$ cat src/shared/clock_ctrl_pkg.sv
package clock_ctrl_pkg;

  // Register bus shape
  localparam int ADDR_W = 3;
  localparam int DATA_W = 8;

  // Register offsets
  localparam logic [ADDR_W-1:0] OFS_MULT      = 3'h0;
  localparam logic [ADDR_W-1:0] OFS_REFERENCE_DIVIDE_REGISTER    = 3'h1;
  localparam logic [ADDR_W-1:0] OFS_FLAG      = 3'h2;
  localparam logic [ADDR_W-1:0] OFS_INT       = 3'h3;
  localparam logic [ADDR_W-1:0] OFS_SELECT    = 3'h4;
  localparam logic [ADDR_W-1:0] OFS_SYNCTL    = 3'h5;
  localparam logic [ADDR_W-1:0] OFS_STOPDOZE  = 3'h6;
  localparam logic [ADDR_W-1:0] OFS_DBGFREEZE = 3'h7;

  // Field positions
  localparam int MULT_W        = 6;
  localparam int REFERENCE_DIVIDE_FIELD_W       = 4;
  localparam int BIT_LOCKCHG   = 7;
  localparam int BIT_LOCK      = 3;
  localparam int BIT_TRACK     = 2;
  localparam int BIT_LOCK_INTERRUPT_ENABLE    = 4;
  localparam int BIT_SYNSEL    = 7;
  localparam int BIT_SYNON     = 6;
  localparam int BIT_AUTO      = 5;
  localparam int BIT_ACQ       = 4;
  localparam int BIT_DOZE      = 1;
  localparam int BIT_STOP      = 0;
  localparam int BIT_DBGFREEZE = 6;

  // Reset values
  localparam logic [MULT_W-1:0]  MULT_RST  = 6'h00;
  localparam logic [REFERENCE_DIVIDE_FIELD_W-1:0] REFERENCE_DIVIDE_FIELD_RST = 4'h0;
  localparam logic               AUTO_RST  = 1'b1;
  localparam logic               ACQ_RST   = 1'b1;

  // Clock switch: crystal edges then synthesised edges
  localparam logic [2:0] SWITCH_XTAL_EDGES = 3'h4;
  localparam logic [2:0] SWITCH_SYN_EDGES  = 3'h4;

  // Lock detector period measurement
  localparam int PER_W = 16;
  localparam logic [PER_W-1:0] PER_MAX      = 16'hFFFF;
  localparam logic [PER_W-1:0] TOL_LOCK     = 16'h0002;
  localparam logic [PER_W-1:0] TOL_UNLOCK   = 16'h0004;
  localparam logic [PER_W-1:0] TOL_TRACK    = 16'h0004;
  localparam logic [PER_W-1:0] TOL_UNTRACK  = 16'h0008;

  typedef enum logic [1:0] {
    PW_RUN, PW_DOZE, PW_STOP_WAIT, PW_STOPPED
  } power_state_e;

  typedef enum logic [1:0] {
    SW_IDLE, SW_XTAL, SW_SYN
  } switch_state_e;

  typedef struct packed {
    logic [ADDR_W-1:0] addr;
    logic [DATA_W-1:0] wdata;
    logic              wr;
    logic              rd;
  } reg_req_s;

endpackage

$ cat src/pll_clock_and_low_power_control.sv
`timescale 1ns/1ps

// Summary of operation
// - With stop bit zero, writing one to doze bit starts doze sequence; zero stays in run.
// - Writing stop bit starts stop sequence; bus held until wake-up from stop.
// - Debug freeze bit writes once; halts watchdog and tick in debug mode.
// - Reference divider divides crystal clock by divide field plus one.
// - Synthesised frequency is 2 x crystal x (mult+1)/(div+1).
// - Feedback divider divides synthesised clock by 2 x (mult+1).
// - Select bit set takes system clock from synthesised clock.
// - Acquisition mode forces track flag to read zero.
// - Nearly correct frequency enters tracking and sets track flag.
// - Automatic mode lets lock detector switch filter mode itself.
// - Automatic track flag read-only, set/cleared by track tolerances.
// - Automatic lock flag read-only, set/cleared by lock tolerances.
// - With lock interrupt enable, each lock flag change requests interrupt.
// - Manual mode: acquisition bit one picks wide filter, zero narrow.
// - System clock is twice peripheral clock; CPU cycle is one period.
// - Self-clock mode replaces crystal-derived clock with synthesised clock.
// - Clearing power-on bit cannot stop synthesiser while it is selected.
// - Select change takes 4 crystal plus 4 synthesised edges, system and peripheral clocks frozen.
module pll_clock_and_low_power_control
  import clock_ctrl_pkg::*;
#(
  parameter int XTAL_EDGES = SWITCH_XTAL_EDGES,
  parameter int SYN_EDGES  = SWITCH_SYN_EDGES
) (
  // Clock and reset
  input  wire logic              clock,
  input  wire logic              rst,
  // Register port
  input  wire reg_req_s          bus_req,
  output logic [DATA_W-1:0]      rdata_ff,
  output logic                   bus_hold_ff,
  // Source clocks, sampled
  input  wire logic              crystal_clock,
  input  wire logic              synthesised_clock,
  // Device mode inputs
  input  wire logic              debug_mode,
  input  wire logic              self_clock_mode,
  input  wire logic              clocks_off_ready,
  input  wire logic              wakeup,
  // Synthesiser analog controls
  output logic                   synth_enable_ff,
  output logic                   filter_acq_ff,
  output logic                   ref_clock_ff,
  output logic                   fb_clock_ff,
  // Generated clocks, gates and lock interrupt
  output logic                   system_clock_ff,
  output logic                   peripheral_bus_clock_ff,
  output logic                   osc_derived_clock_ff,
  output logic                   clock_freeze_ff,
  output logic                   doze_mode_ff,
  output logic                   stop_clocks_ff,
  output logic                   watchdog_run_ff,
  output logic                   tick_run_ff,
  output logic                   lock_irq_ff
);

  // Distance between two measured periods
  function automatic logic [PER_W-1:0] absdiff(
    input logic [PER_W-1:0] a,
    input logic [PER_W-1:0] b
  );
    absdiff = (a > b) ? (a - b) : (b - a);
  endfunction

  // Saturating period counter step
  function automatic logic [PER_W-1:0] sat_inc(
    input logic [PER_W-1:0] v
  );
    sat_inc = (v == PER_MAX) ? v : v + 1'b1;
  endfunction

  logic [MULT_W-1:0]  mult_ff;
  logic [REFERENCE_DIVIDE_FIELD_W-1:0] reference_divide_field_ff;
  logic               lock_interrupt_enable_ff;
  logic               synsel_ff;
  logic               synon_ff;
  logic               auto_ff;
  logic               acq_ff;
  logic               dbg_freeze_ff;
  logic               dbg_written_ff;
  logic               lock_ff;
  logic               track_ff;
  logic               lockchg_ff;
  logic               sel_active_ff;
  logic               xtal_prev_ff;
  logic               syn_prev_ff;
  logic [REFERENCE_DIVIDE_FIELD_W-1:0] ref_cnt_ff;
  logic [MULT_W:0]    fb_cnt_ff;
  logic [PER_W-1:0]   ref_per_cnt_ff;
  logic [PER_W-1:0]   fb_per_cnt_ff;
  logic [PER_W-1:0]   ref_per_ff;
  logic [PER_W-1:0]   fb_per_ff;
  logic [2:0]         sw_cnt_ff;
  power_state_e       pw_state_ff;
  switch_state_e      sw_state_ff;

  logic               wr;
  logic               rd;
  logic               xtal_rise;
  logic               syn_rise;
  logic               ref_tick;
  logic               fb_tick;
  logic               synth_on;
  logic [PER_W-1:0]   per_err;
  logic               nxt_lock;
  logic               nxt_track;
  logic               sys_src;

  // Bus strobes are ignored while a stop write holds the bus
  assign wr = bus_req.wr && !bus_hold_ff;
  assign rd = bus_req.rd && !bus_hold_ff;

  // Edge detection on the sampled source clocks
  assign xtal_rise = crystal_clock && !xtal_prev_ff;
  assign syn_rise  = synthesised_clock && !syn_prev_ff;

  always_ff @(posedge clock) begin
    if (rst) begin
      xtal_prev_ff <= 1'b0;
      syn_prev_ff  <= 1'b0;
    end else begin
      xtal_prev_ff <= crystal_clock;
      syn_prev_ff  <= synthesised_clock;
    end
  end

  // Divider and interrupt enable registers
  always_ff @(posedge clock) begin
    if (rst) begin
      mult_ff   <= MULT_RST;
      reference_divide_field_ff  <= REFERENCE_DIVIDE_FIELD_RST;
      lock_interrupt_enable_ff <= 1'b0;
    end else if (wr) begin
      if (bus_req.addr == OFS_MULT) begin
        mult_ff <= bus_req.wdata[MULT_W-1:0];
      end else if (bus_req.addr == OFS_REFERENCE_DIVIDE_REGISTER) begin
        reference_divide_field_ff <= bus_req.wdata[REFERENCE_DIVIDE_FIELD_W-1:0];
      end else if (bus_req.addr == OFS_INT) begin
        lock_interrupt_enable_ff <= bus_req.wdata[BIT_LOCK_INTERRUPT_ENABLE];
      end
    end
  end

  // Synthesiser control and clock select registers
  always_ff @(posedge clock) begin
    if (rst) begin
      synsel_ff <= 1'b0;
      synon_ff  <= 1'b0;
      auto_ff   <= AUTO_RST;
      acq_ff    <= ACQ_RST;
    end else if (wr) begin
      if (bus_req.addr == OFS_SELECT) begin
        synsel_ff <= bus_req.wdata[BIT_SYNSEL];
      end else if (bus_req.addr == OFS_SYNCTL) begin
        if (!synsel_ff) begin
          synon_ff <= bus_req.wdata[BIT_SYNON];
        end
        auto_ff <= bus_req.wdata[BIT_AUTO];
        acq_ff  <= bus_req.wdata[BIT_ACQ];
      end
    end
  end

  always_ff @(posedge clock) begin
    if (rst) begin
      dbg_freeze_ff  <= 1'b0;
      dbg_written_ff <= 1'b0;
    end else if (wr && bus_req.addr == OFS_DBGFREEZE
                 && !dbg_written_ff) begin
      dbg_freeze_ff  <= bus_req.wdata[BIT_DBGFREEZE];
      dbg_written_ff <= 1'b1;
    end
  end

  // counter run gates in debug mode
  always_ff @(posedge clock) begin
    if (rst) begin
      watchdog_run_ff <= 1'b1;
      tick_run_ff     <= 1'b1;
    end else begin
      watchdog_run_ff <= !(dbg_freeze_ff && debug_mode);
      tick_run_ff     <= !(dbg_freeze_ff && debug_mode);
    end
  end

  // Power mode sequencer
  always_ff @(posedge clock) begin
    if (rst) begin
      pw_state_ff <= PW_RUN;
    end else begin
      case (pw_state_ff)
        PW_RUN: begin
          if (wr && bus_req.addr == OFS_STOPDOZE) begin
            if (bus_req.wdata[BIT_STOP]) begin
              pw_state_ff <= PW_STOP_WAIT;
            end else if (bus_req.wdata[BIT_DOZE]) begin
              pw_state_ff <= PW_DOZE;
            end
          end
        end
        PW_DOZE: begin
          if (wakeup) begin
            pw_state_ff <= PW_RUN;
          end
        end
        PW_STOP_WAIT: begin
          if (clocks_off_ready) begin
            pw_state_ff <= PW_STOPPED;
          end
        end
        PW_STOPPED: begin
          if (wakeup) begin
            pw_state_ff <= PW_RUN;
          end
        end
        default: begin
          pw_state_ff <= PW_RUN;
        end
      endcase
    end
  end

  // Mode outputs; bus held from stop write until wake-up
  always_ff @(posedge clock) begin
    if (rst) begin
      bus_hold_ff    <= 1'b0;
      doze_mode_ff   <= 1'b0;
      stop_clocks_ff <= 1'b0;
    end else begin
      bus_hold_ff    <= (pw_state_ff == PW_STOP_WAIT)
                        || (pw_state_ff == PW_STOPPED && !wakeup)
                        || (pw_state_ff == PW_RUN && wr
                            && bus_req.addr == OFS_STOPDOZE
                            && bus_req.wdata[BIT_STOP]);
      doze_mode_ff   <= (pw_state_ff == PW_DOZE) && !wakeup;
      stop_clocks_ff <= (pw_state_ff == PW_STOP_WAIT && clocks_off_ready)
                        || (pw_state_ff == PW_STOPPED && !wakeup);
    end
  end

  // synthesiser stays on while it drives the system
  assign synth_on = synon_ff || synsel_ff || sel_active_ff
                    || self_clock_mode;

  always_ff @(posedge clock) begin
    if (rst) begin
      synth_enable_ff <= 1'b0;
    end else begin
      synth_enable_ff <= synth_on;
    end
  end

  // reference divider, one tick every divide field plus one edges
  assign ref_tick = xtal_rise && (ref_cnt_ff == reference_divide_field_ff);

  always_ff @(posedge clock) begin
    if (rst) begin
      ref_cnt_ff   <= '0;
      ref_clock_ff <= 1'b0;
    end else if (xtal_rise) begin
      ref_cnt_ff   <= ref_tick ? '0 : ref_cnt_ff + 1'b1;
      ref_clock_ff <= ref_tick;
    end else begin
      ref_clock_ff <= 1'b0;
    end
  end

  // feedback divider, ratio 2 x (mult+1)
  // loop settles at 2 x crystal x (mult+1)/(div+1)
  assign fb_tick = syn_rise
                   && (fb_cnt_ff == {mult_ff, 1'b1});

  always_ff @(posedge clock) begin
    if (rst) begin
      fb_cnt_ff   <= '0;
      fb_clock_ff <= 1'b0;
    end else if (syn_rise) begin
      fb_cnt_ff   <= fb_tick ? '0 : fb_cnt_ff + 1'b1;
      fb_clock_ff <= fb_tick;
    end else begin
      fb_clock_ff <= 1'b0;
    end
  end

  // Period measurement of reference and feedback ticks
  always_ff @(posedge clock) begin
    if (rst) begin
      ref_per_cnt_ff <= '0;
      ref_per_ff     <= PER_MAX;
    end else if (ref_tick) begin
      ref_per_cnt_ff <= '0;
      ref_per_ff     <= ref_per_cnt_ff;
    end else begin
      ref_per_cnt_ff <= sat_inc(ref_per_cnt_ff);
    end
  end

  always_ff @(posedge clock) begin
    if (rst) begin
      fb_per_cnt_ff <= '0;
      fb_per_ff     <= '0;
    end else if (fb_tick) begin
      fb_per_cnt_ff <= '0;
      fb_per_ff     <= fb_per_cnt_ff;
    end else begin
      fb_per_cnt_ff <= sat_inc(fb_per_cnt_ff);
    end
  end

  assign per_err = absdiff(ref_per_ff, fb_per_ff);

  // Lock and track with hysteresis
  always_comb begin
    nxt_lock  = lock_ff;
    nxt_track = track_ff;
    if (!synth_on) begin
      nxt_lock  = 1'b0;
      nxt_track = 1'b0;
    end else begin
      if (per_err <= TOL_LOCK) begin
        nxt_lock = 1'b1;
      end else if (per_err > TOL_UNLOCK) begin
        nxt_lock = 1'b0;
      end
      // automatic track decision by lock detector
      if (auto_ff) begin
        if (per_err <= TOL_TRACK) begin
          nxt_track = 1'b1;
        end else if (per_err > TOL_UNTRACK) begin
          nxt_track = 1'b0;
        end
      end else begin
        nxt_track = !acq_ff;
      end
    end
  end

  always_ff @(posedge clock) begin
    if (rst) begin
      lock_ff  <= 1'b0;
      track_ff <= 1'b0;
    end else begin
      lock_ff  <= nxt_lock;
      track_ff <= nxt_track;
    end
  end

  always_ff @(posedge clock) begin
    if (rst) begin
      filter_acq_ff <= 1'b1;
    end else begin
      filter_acq_ff <= auto_ff ? !nxt_track : acq_ff;
    end
  end

  // lock change flag, set wins over write-one clear
  always_ff @(posedge clock) begin
    if (rst) begin
      lockchg_ff <= 1'b0;
    end else if (nxt_lock != lock_ff) begin
      lockchg_ff <= 1'b1;
    end else if (wr && bus_req.addr == OFS_FLAG
                 && bus_req.wdata[BIT_LOCKCHG]) begin
      lockchg_ff <= 1'b0;
    end
  end

  always_ff @(posedge clock) begin
    if (rst) begin
      lock_irq_ff <= 1'b0;
    end else begin
      lock_irq_ff <= lock_interrupt_enable_ff && (lockchg_ff || (nxt_lock != lock_ff));
    end
  end

  always_ff @(posedge clock) begin
    if (rst) begin
      sw_state_ff     <= SW_IDLE;
      sw_cnt_ff       <= '0;
      sel_active_ff   <= 1'b0;
      clock_freeze_ff <= 1'b0;
    end else begin
      case (sw_state_ff)
        SW_IDLE: begin
          if (synsel_ff != sel_active_ff) begin
            sw_state_ff     <= SW_XTAL;
            sw_cnt_ff       <= '0;
            clock_freeze_ff <= 1'b1;
          end
        end
        SW_XTAL: begin
          if (xtal_rise) begin
            if (sw_cnt_ff == 3'(XTAL_EDGES - 1)) begin
              sw_state_ff <= SW_SYN;
              sw_cnt_ff   <= '0;
            end else begin
              sw_cnt_ff <= sw_cnt_ff + 1'b1;
            end
          end
        end
        SW_SYN: begin
          if (syn_rise) begin
            if (sw_cnt_ff == 3'(SYN_EDGES - 1)) begin
              sw_state_ff     <= SW_IDLE;
              sel_active_ff   <= synsel_ff;
              clock_freeze_ff <= 1'b0;
            end else begin
              sw_cnt_ff <= sw_cnt_ff + 1'b1;
            end
          end
        end
        default: begin
          sw_state_ff <= SW_IDLE;
        end
      endcase
    end
  end

  assign sys_src = sel_active_ff ? synthesised_clock : crystal_clock;

  // peripheral clock toggles on each system clock rise
  always_ff @(posedge clock) begin
    if (rst) begin
      system_clock_ff         <= 1'b0;
      peripheral_bus_clock_ff <= 1'b0;
    end else if (!clock_freeze_ff && !stop_clocks_ff) begin
      system_clock_ff <= sys_src;
      if (sys_src && !system_clock_ff) begin
        peripheral_bus_clock_ff <= !peripheral_bus_clock_ff;
      end
    end
  end

  // self-clock mode swaps the crystal-derived clock
  always_ff @(posedge clock) begin
    if (rst) begin
      osc_derived_clock_ff <= 1'b0;
    end else begin
      osc_derived_clock_ff <= self_clock_mode ? synthesised_clock
                                              : crystal_clock;
    end
  end

  // Read data, one cycle after the read strobe
  // reserved bits read zero
  always_ff @(posedge clock) begin
    if (rst) begin
      rdata_ff <= '0;
    end else if (rd) begin
      rdata_ff <= '0;
      if (bus_req.addr == OFS_MULT) begin
        rdata_ff[MULT_W-1:0] <= mult_ff;
      end else if (bus_req.addr == OFS_REFERENCE_DIVIDE_REGISTER) begin
        rdata_ff[REFERENCE_DIVIDE_FIELD_W-1:0] <= reference_divide_field_ff;
      end else if (bus_req.addr == OFS_FLAG) begin
        rdata_ff[BIT_LOCKCHG] <= lockchg_ff;
        rdata_ff[BIT_LOCK]    <= lock_ff;
        rdata_ff[BIT_TRACK]   <= track_ff;
      end else if (bus_req.addr == OFS_INT) begin
        rdata_ff[BIT_LOCK_INTERRUPT_ENABLE] <= lock_interrupt_enable_ff;
      end else if (bus_req.addr == OFS_SELECT) begin
        rdata_ff[BIT_SYNSEL] <= synsel_ff;
      end else if (bus_req.addr == OFS_SYNCTL) begin
        rdata_ff[BIT_SYNON] <= synon_ff;
        rdata_ff[BIT_AUTO]  <= auto_ff;
        rdata_ff[BIT_ACQ]   <= acq_ff;
      end else if (bus_req.addr == OFS_STOPDOZE) begin
        rdata_ff[BIT_DOZE] <= doze_mode_ff;
      end else begin
        rdata_ff[BIT_DBGFREEZE] <= dbg_freeze_ff;
      end
    end
  end

endmodule
$ cat config.mk
export PLATFORM = sky130hd
export DESIGN_NAME = pll_clock_and_low_power_control
export DESIGN_NICKNAME = d
export VERILOG_FILES = /design/src/shared/clock_ctrl_pkg.sv /design/src/pll_clock_and_low_power_control.sv
export SDC_FILE = /design/constraint.sdc
export NUM_CORES = 1
export LEC_CHECK = 0
export BUFFER_PORTS_ARGS = -buffer_cell sky130_fd_sc_hd__buf_2
export CAP_MARGIN = 40
export CORE_MARGIN = 2
export CORE_UTILIZATION = 40
export DETAILED_ROUTE_END_ITERATION = 7
export SYNTH_ARGS = -nofsm -noshare
export SYNTH_HDL_FRONTEND = slang
export SYNTH_SLANG_ARGS = --single-unit
$ cat constraint.sdc
create_clock -name clock -period 4.91 [get_ports clock]
set_input_delay 0.982 -clock clock [delete_from_list [all_inputs] [get_ports clock]]
set_output_delay 0.982 -clock clock [all_outputs]
set_load 0.02 [all_outputs]
-- After elaboration in Yosys (flattened, before gate mapping)
Cells that the tools add are included.
- input port bits: 21
- word-level logic and storage cells: 205
- output and inout bits: 22
- bits in registers: 126
- reduce and logical (&&, ||, !) cells: 63
- add/subtract/negate cells: 7
- eq/ne operators: 29
- mux-type cells: 57
- magnitude comparators: 5
- bitwise operators: 6
- operator list (cell ; count):
    adder 16 x 1 -> 16 bit (second input constant) ; 2
    == test 16 bit (second input constant) ; 2
    subtractor 16 bit ; 2
    2-to-1 mux 3 bit ; 9
    2-to-1 mux 1 bit ; 26
    2-to-1 mux 2 bit ; 13
    logical AND 1 bit ; 21
    greater-than comparator 16 bit ; 1
    greater-than comparator 16 x 3 -> 1 bit (second input constant) ; 1
    greater-than comparator 16 x 4 -> 1 bit (second input constant) ; 1
    <= comparator 16 x 2 -> 1 bit (second input constant) ; 1
    <= comparator 16 x 3 -> 1 bit (second input constant) ; 1
    2-to-1 mux 16 bit ; 1
    inequality test 2 bit (second input constant) ; 8
    AND reduction 4 bit ; 4
    == test 3 bit (second input constant) ; 4
    logical NOT 1 bit ; 12
    case mux 2 bit (3 select lines) ; 2
    AND reduction 5 bit ; 2
    OR reduction 2 bit ; 5
    == test 3 x 2 -> 1 bit (second input constant) ; 3
    case mux 3 bit (3 select lines) ; 1
    AND reduction 3 bit ; 3
    2-to-1 mux 4 bit ; 2
    21 further kinds ; 40

-- Longest topological paths before layout
- depth in word-level cells: 9
- mapped depth: 13
- mapped depth without buffers: 13

-- Least setup slack after synthesis
No wires, ideal clock.
- path type: reg2reg
- start: reg ref_per_ff[11]
- end: reg lock_irq_ff
- required time: 4815 ps
- clock period less this slack: 3190 ps
- setup slack: 1720 ps
- arrival: 3095 ps
- library setup time: 95 ps
- buffers on the path: 1
- cell stages (with the launch flop): 12
- path through: dfxtp_1 -> inv_1 -> ha_1 -> buf_4 -> nand4_1 -> or2_4 -> o21bai_1 -> a21oi_2 -> mux2_2 -> a211o_1 -> or4b_1 -> a221oi_1
- cells in the longest elaborated chain, start to end: 9
- elaborated cells between the ends (all ways): 12
- those cells by class: add/sub: 2; order compare: 3; eq/ne: 1; mux: 4; reduce/logical: 2
- RTL lines (element ; line ; RTL):
    from (decl) ; pll_clock_and_low_power_control.sv:94 ; logic [PER_W-1:0] ref_per_ff;
    from (signal assigned) ; pll_clock_and_low_power_control.sv:295 ; ref_per_ff <= ref_per_cnt_ff;
    subtractor 16 bit or greater-than comparator 16 bit (tied branches) ; pll_clock_and_low_power_control.sv:65 ; absdiff = (a > b) ? (a - b) : (b - a);
    2-to-1 mux 16 bit * ; pll_clock_and_low_power_control.sv:65 ;
    greater-than comparator 16 x 3 -> 1 bit ; pll_clock_and_low_power_control.sv:325 ; end else if (per_err > TOL_UNLOCK) begin
    2-to-1 mux 1 bit ; pll_clock_and_low_power_control.sv:325 ;
    2-to-1 mux 1 bit * ; pll_clock_and_low_power_control.sv:323 ; if (per_err <= TOL_LOCK) begin
    2-to-1 mux 1 bit * ; pll_clock_and_low_power_control.sv:319 ; if (!synth_on) begin
    inequality test 1 bit * ; pll_clock_and_low_power_control.sv:375 ; lock_irq_ff <= lock_interrupt_enable_ff && (lockchg_ff || (nxt_lock != lock_ff));
    logical OR 1 bit * ; pll_clock_and_low_power_control.sv:375 ;
    logical AND 1 bit * ; pll_clock_and_low_power_control.sv:375 ;
    to (signal assigned) ; pll_clock_and_low_power_control.sv:375 ;
    to (decl) ; pll_clock_and_low_power_control.sv:57 ; output logic lock_irq_ff
Mark *: on every way between the ends. The rest lies on a longest branch, timed or not.
A chain may end at the register's enable or synchronous reset.

-- Worst setup path in the final report
- start: reg ref_per_ff[7]
- end: reg lockchg_ff
- cells in the longest elaborated chain, start to end: 8
- elaborated cells between the ends (all ways): 12
- those cells by class: add/sub: 2; order compare: 3; eq/ne: 1; mux: 5; reduce/logical: 1
- RTL lines (element ; line ; RTL):
    subtractor 16 bit or greater-than comparator 16 bit (tied branches) ; pll_clock_and_low_power_control.sv:65 ;
    2-to-1 mux 16 bit * ; pll_clock_and_low_power_control.sv:65 ;
    greater-than comparator 16 x 3 -> 1 bit ; pll_clock_and_low_power_control.sv:325 ;
    2-to-1 mux 1 bit ; pll_clock_and_low_power_control.sv:325 ;
    2-to-1 mux 1 bit * ; pll_clock_and_low_power_control.sv:323 ;
    2-to-1 mux 1 bit * ; pll_clock_and_low_power_control.sv:319 ;
    inequality test 1 bit * ; pll_clock_and_low_power_control.sv:363 ; end else if (nxt_lock != lock_ff) begin
    2-to-1 mux 1 bit or nonzero test 2 bit (tied branches) ; n/a ;
    to (signal assigned) ; pll_clock_and_low_power_control.sv:362 ; lockchg_ff <= 1'b0;
    to (signal assigned) ; pll_clock_and_low_power_control.sv:364 ; lockchg_ff <= 1'b1;
    to (signal assigned) ; pll_clock_and_low_power_control.sv:367 ; lockchg_ff <= 1'b0;
    to (decl) ; pll_clock_and_low_power_control.sv:86 ; logic lockchg_ff;
Marks and branches as above.

==> impl_metrics.csv <==
group,metric,value,unit
finish,drive_gt1_share,9.989,%
synth,yosys.area_share.simple,21.58,%
critical_path,arrival,4.09,ns
placement,io_buffers,42,
min_path,hold_depth,1,
drt,ant_nets,0,
synth,avgSynthCellArea,8.190,µm²
global_route,grt_max_degree,56,
synth,synth_seq_cells,126,
critical_path,worstRegToRegCells,10,
sta,grt_setup_unrepaired,"no",
power,powerDensity,351.1,nW/µm²
synth,syn_inst,871,
synth,syn_nets,936,
placement,dpl-instance-area,7486,µm²
critical_path,cp-start-kind,"register",
critical_path,cpMaxStageDelayCell,"or4b_1",
floorplan,initial_utilization,41.10,%
drt,drtPass1Iterations,4,
global_route,grt_pass1_vias,5513,
synth,yosys.cell_types.count,65,
clock_network,tritoncts,"built",
drt,num_vias,6025,
run_status,status,"complete, no violations",
clock_network,path_clk_slew,0.07,ns
finish,fin_area,8114,µm²
synth,synthXorXnorAreaFrac,6.630,%
clock_network,clockBufferDepth,2,
power,internal-power,2.036,mW
synth,synth.area.mux_share,6.052,%
sta,finalSetupViolations,0,
synth,ys_seq_area_share,35.36,%
power,combPwrFrac,14.2,%
floorplan,die_x,137.5,µm
sta,fin_crit_sh,76.54,%
critical_path,rr_startpoint,"ref_per_ff[7]",
sta,setup-tns-final,0,ns
synth,synth_warnings,0,
clock_network,post_cts_resize_count,0,
synth,synthAdderAreaFrac,7.928,%
min_path,min_to,"tick_run_ff",
placement,gp_congestion,0.9063,
critical_path,crit_required,5.24,ns
global_route,track_usage,18.70,%
drt,drt_iter0_markers,269,
sta,fin_skew,0.01227,ns
sta,final.setup.worst_slack,1.152,ns
clock_network,hold_buffers,0,
floorplan,io_pins,43,
min_path,hold_class,"reg2reg",
floorplan,core,17360,µm²
synth,ys.flop_type,"dfxtp_1",
clock_network,numCtsBuffers,17,
floorplan,rows,48,
clock_network,worst_skew_pair.late_latency,0.43,ns
drt,drt-total-wl,16730,µm
synth,synthArstFlopShare,0,%
sta,hold_viol,0,
power,pwr-share-clk,47.2,%
power,p_leak,3.379,nW
critical_path,slowest_delay,0.54,ns
power,swShare,28.52,%
critical_path,r2r_end,"lockchg_ff",
clock_network,cts-root-buf,"clkbuf_16",
sta,slew_viol_final,0,
sta,tightest_slew,0.8429,ns
clock_network,cts_setup_buffers,0,
drt,viasPerCell,5.304,
sta,whs,0.4308,ns
floorplan,die_h,137.5,µm
critical_path,worstPathMaxFanout,11,
synth,synth_top_family_by_area,"simple AND/OR/NAND/NOR gates",
critical_path,endpoint_kind,"register",
synth,synth_compound_area_share,15.98,%
power,vdd_drop_max,302.0,µV
sta,fmax,266.1,MHz
critical_path,path_class,"reg2reg",
critical_path,cp_cell_sequence,"inv_1 > ha_1 > nand2_1 > o21ai_0 > o21bai_1 > a21oi_2 > mux2_2 > a211o_1 > or4b_1 > a221oi_1",
sta,relSlewSlack,43.81,%
clock_network,htree_levels,4,
drt,drc,0,
power,p_sw,0.8125,mW
global_route,grt-ovfl-total,0,
synth,synth_area,7133,µm²
global_route,antenna_found_initial,0,
global_route,grt_pass1_wl,27520,µm
floorplan,die_area,18920,µm²
finish,syn_to_final_growth,13.75,%
synth,synth_edf_count,0,
finish,nets,963,
min_path,holdCritStartpoint,"dbg_freeze_ff",
placement,pre_cts_slack,1.243,ns
job,drv_cap,0,
clock_network,cts.sinks,126,
critical_path,regToRegSetupSlack,1.15,ns
sta,period_needed,3.758,ns
finish,diodes,0,
power,p_seq_share,38.6,%
drt,post_drt_wl_per_cell,14.73,µm
placement,hpwl,12340,µm
-- layer usage --
layer  track usage [%]  vias up  part of all wire, %
met4             8.247        0                  2.5
li1                  -     3082                    -
met3             4.010       23                  3.1
met1             24.36     2825                   49
met2             29.74       95                   45
met5                 0        -                    0
-- worst max path at each step --
stage / from / to / slack (ns) / cells after the start
floorplan: ref_per_ff[11] / lock_irq_ff / 1.72 / 11
global placement: ref_per_ff[9] / lockchg_ff / 1.28 / 11
detailed placement: ref_per_ff[7] / lock_irq_ff / 1.24 / 10
CTS: ref_per_ff[7] / lock_irq_ff / 1.21 / 10
global route: ref_per_ff[7] / filter_acq_ff / 0.82 / 11
finish: ref_per_ff[7] / lockchg_ff / 1.15 / 10
-- synthesized netlist by cell type (3+ instances only) --
master	instances	area, µm²
a31oi_1	7	43.79
xnor2_1	26	227.7
nand2b_1	9	56.30
clkbuf_1	27	101.4
a221oi_1	4	35.03
xor2_1	28	245.2
buf_2	6	30.03
nor2_1	126	473.0
nor4_1	11	68.82
a211oi_1	9	67.56
ha_1	42	525.5
a21oi_1	62	310.3
o2111ai_1	4	35.03
a21o_1	4	30.03
nand2_1	47	176.4
a211o_1	20	175.2
dfxtp_1	126	2522
nor4b_1	3	26.28
nor3b_1	3	22.52
nor2b_1	10	62.56
o21bai_1	8	60.06
a22oi_1	4	30.03
nor3_1	19	95.09
inv_1	78	292.8
nand3_1	38	190.2
o21ai_0	26	130.1
or4b_1	3	30.03
mux2i_1	42	420.4
buf_4	5	37.54
and2_1	4	25.02
o211ai_1	6	45.04
and3_1	11	68.82
nand4_1	14	87.58
-- per-stage QoR --
stage	cells	utilization [%]	total power, mW
4_1_cts	1136	46.75	2.887
6_report	1136	46.75	2.849
5_1_grt	1136	46.75	2.984
3_5_place_dp	1104	43.13	1.524
2_1_floorplan	871	-	1.430
3_3_place_gp	1104	43.13	1.525
-- registers in the layout (all words and copies together), names as in the netlist, 2 cells and up --
register / flops
mult_ff: 6
reference_divide_field_ff: 4
ref_per_ff: 16
sw_state_ff: 2
pw_state_ff: 2
sw_cnt_ff: 3
ref_cnt_ff: 4
fb_per_cnt_ff: 16
rdata_ff: 8
fb_per_ff: 16
fb_cnt_ff: 7
ref_per_cnt_ff: 16
-- power groups by stage --
stage                     clock, mW  combinational (mW)  sequential (mW)
final                          1.35               0.404             1.10
after detailed placement          0               0.401             1.12
after global placement            0               0.403             1.12
after CTS                      1.38               0.404             1.10
after floorplan                   0               0.304             1.13
after global routing           1.42               0.454             1.11
-- critical path, delay by kind of cell, from the launching register on --
kind / cells / cell delay [ns]
compound gates: 5 / 1.66
simple gates: 2 / 0.71
fa+ha+maj: 1 / 0.48
mux: 1 / 0.41
flops: 1 / 0.35
buf+inv: 1 / 0.05
-- layout by cell type (no fill, tap or decap), drive strengths merged, types with 9 or more instances in the layout --
| cell type | count |
|---|---|
| and3 | 12 |
| buf | 46 |
| nand2 | 47 |
| mux2i | 42 |
| a211oi | 10 |
| nand3 | 38 |
| nor4 | 12 |
| nor2 | 126 |
| xor2 | 28 |
| clkbuf | 17 |
| dfxtp | 126 |
| xnor2 | 26 |
| a21oi | 63 |
| inv | 84 |
| nor2b | 10 |
| nor3 | 19 |
| ha | 42 |
| nand4 | 15 |
| a211o | 20 |
| o21ai | 27 |
| nand2b | 9 |
-- kinds of logic after synthesis --
kind of cell	after synthesis
fa+ha+maj	44
xor+xnor	54
mux	43
buf+inv	116
simple gates	316
compound gates	172
flops	126
-- layout make-up --
cell class,count,area (µm²)
Tap cell,225,281.5
Multi-Input combinational cell,629,4149
Fill cell,1690,9243
Timing Repair Buffer,46,240.2
Inverter,78,292.8
Clock inverter,15,202.7
Clock buffer,17,425.4
Sequential cell,126,2522
Note: power is estimated with default switching activity, not from simulation.
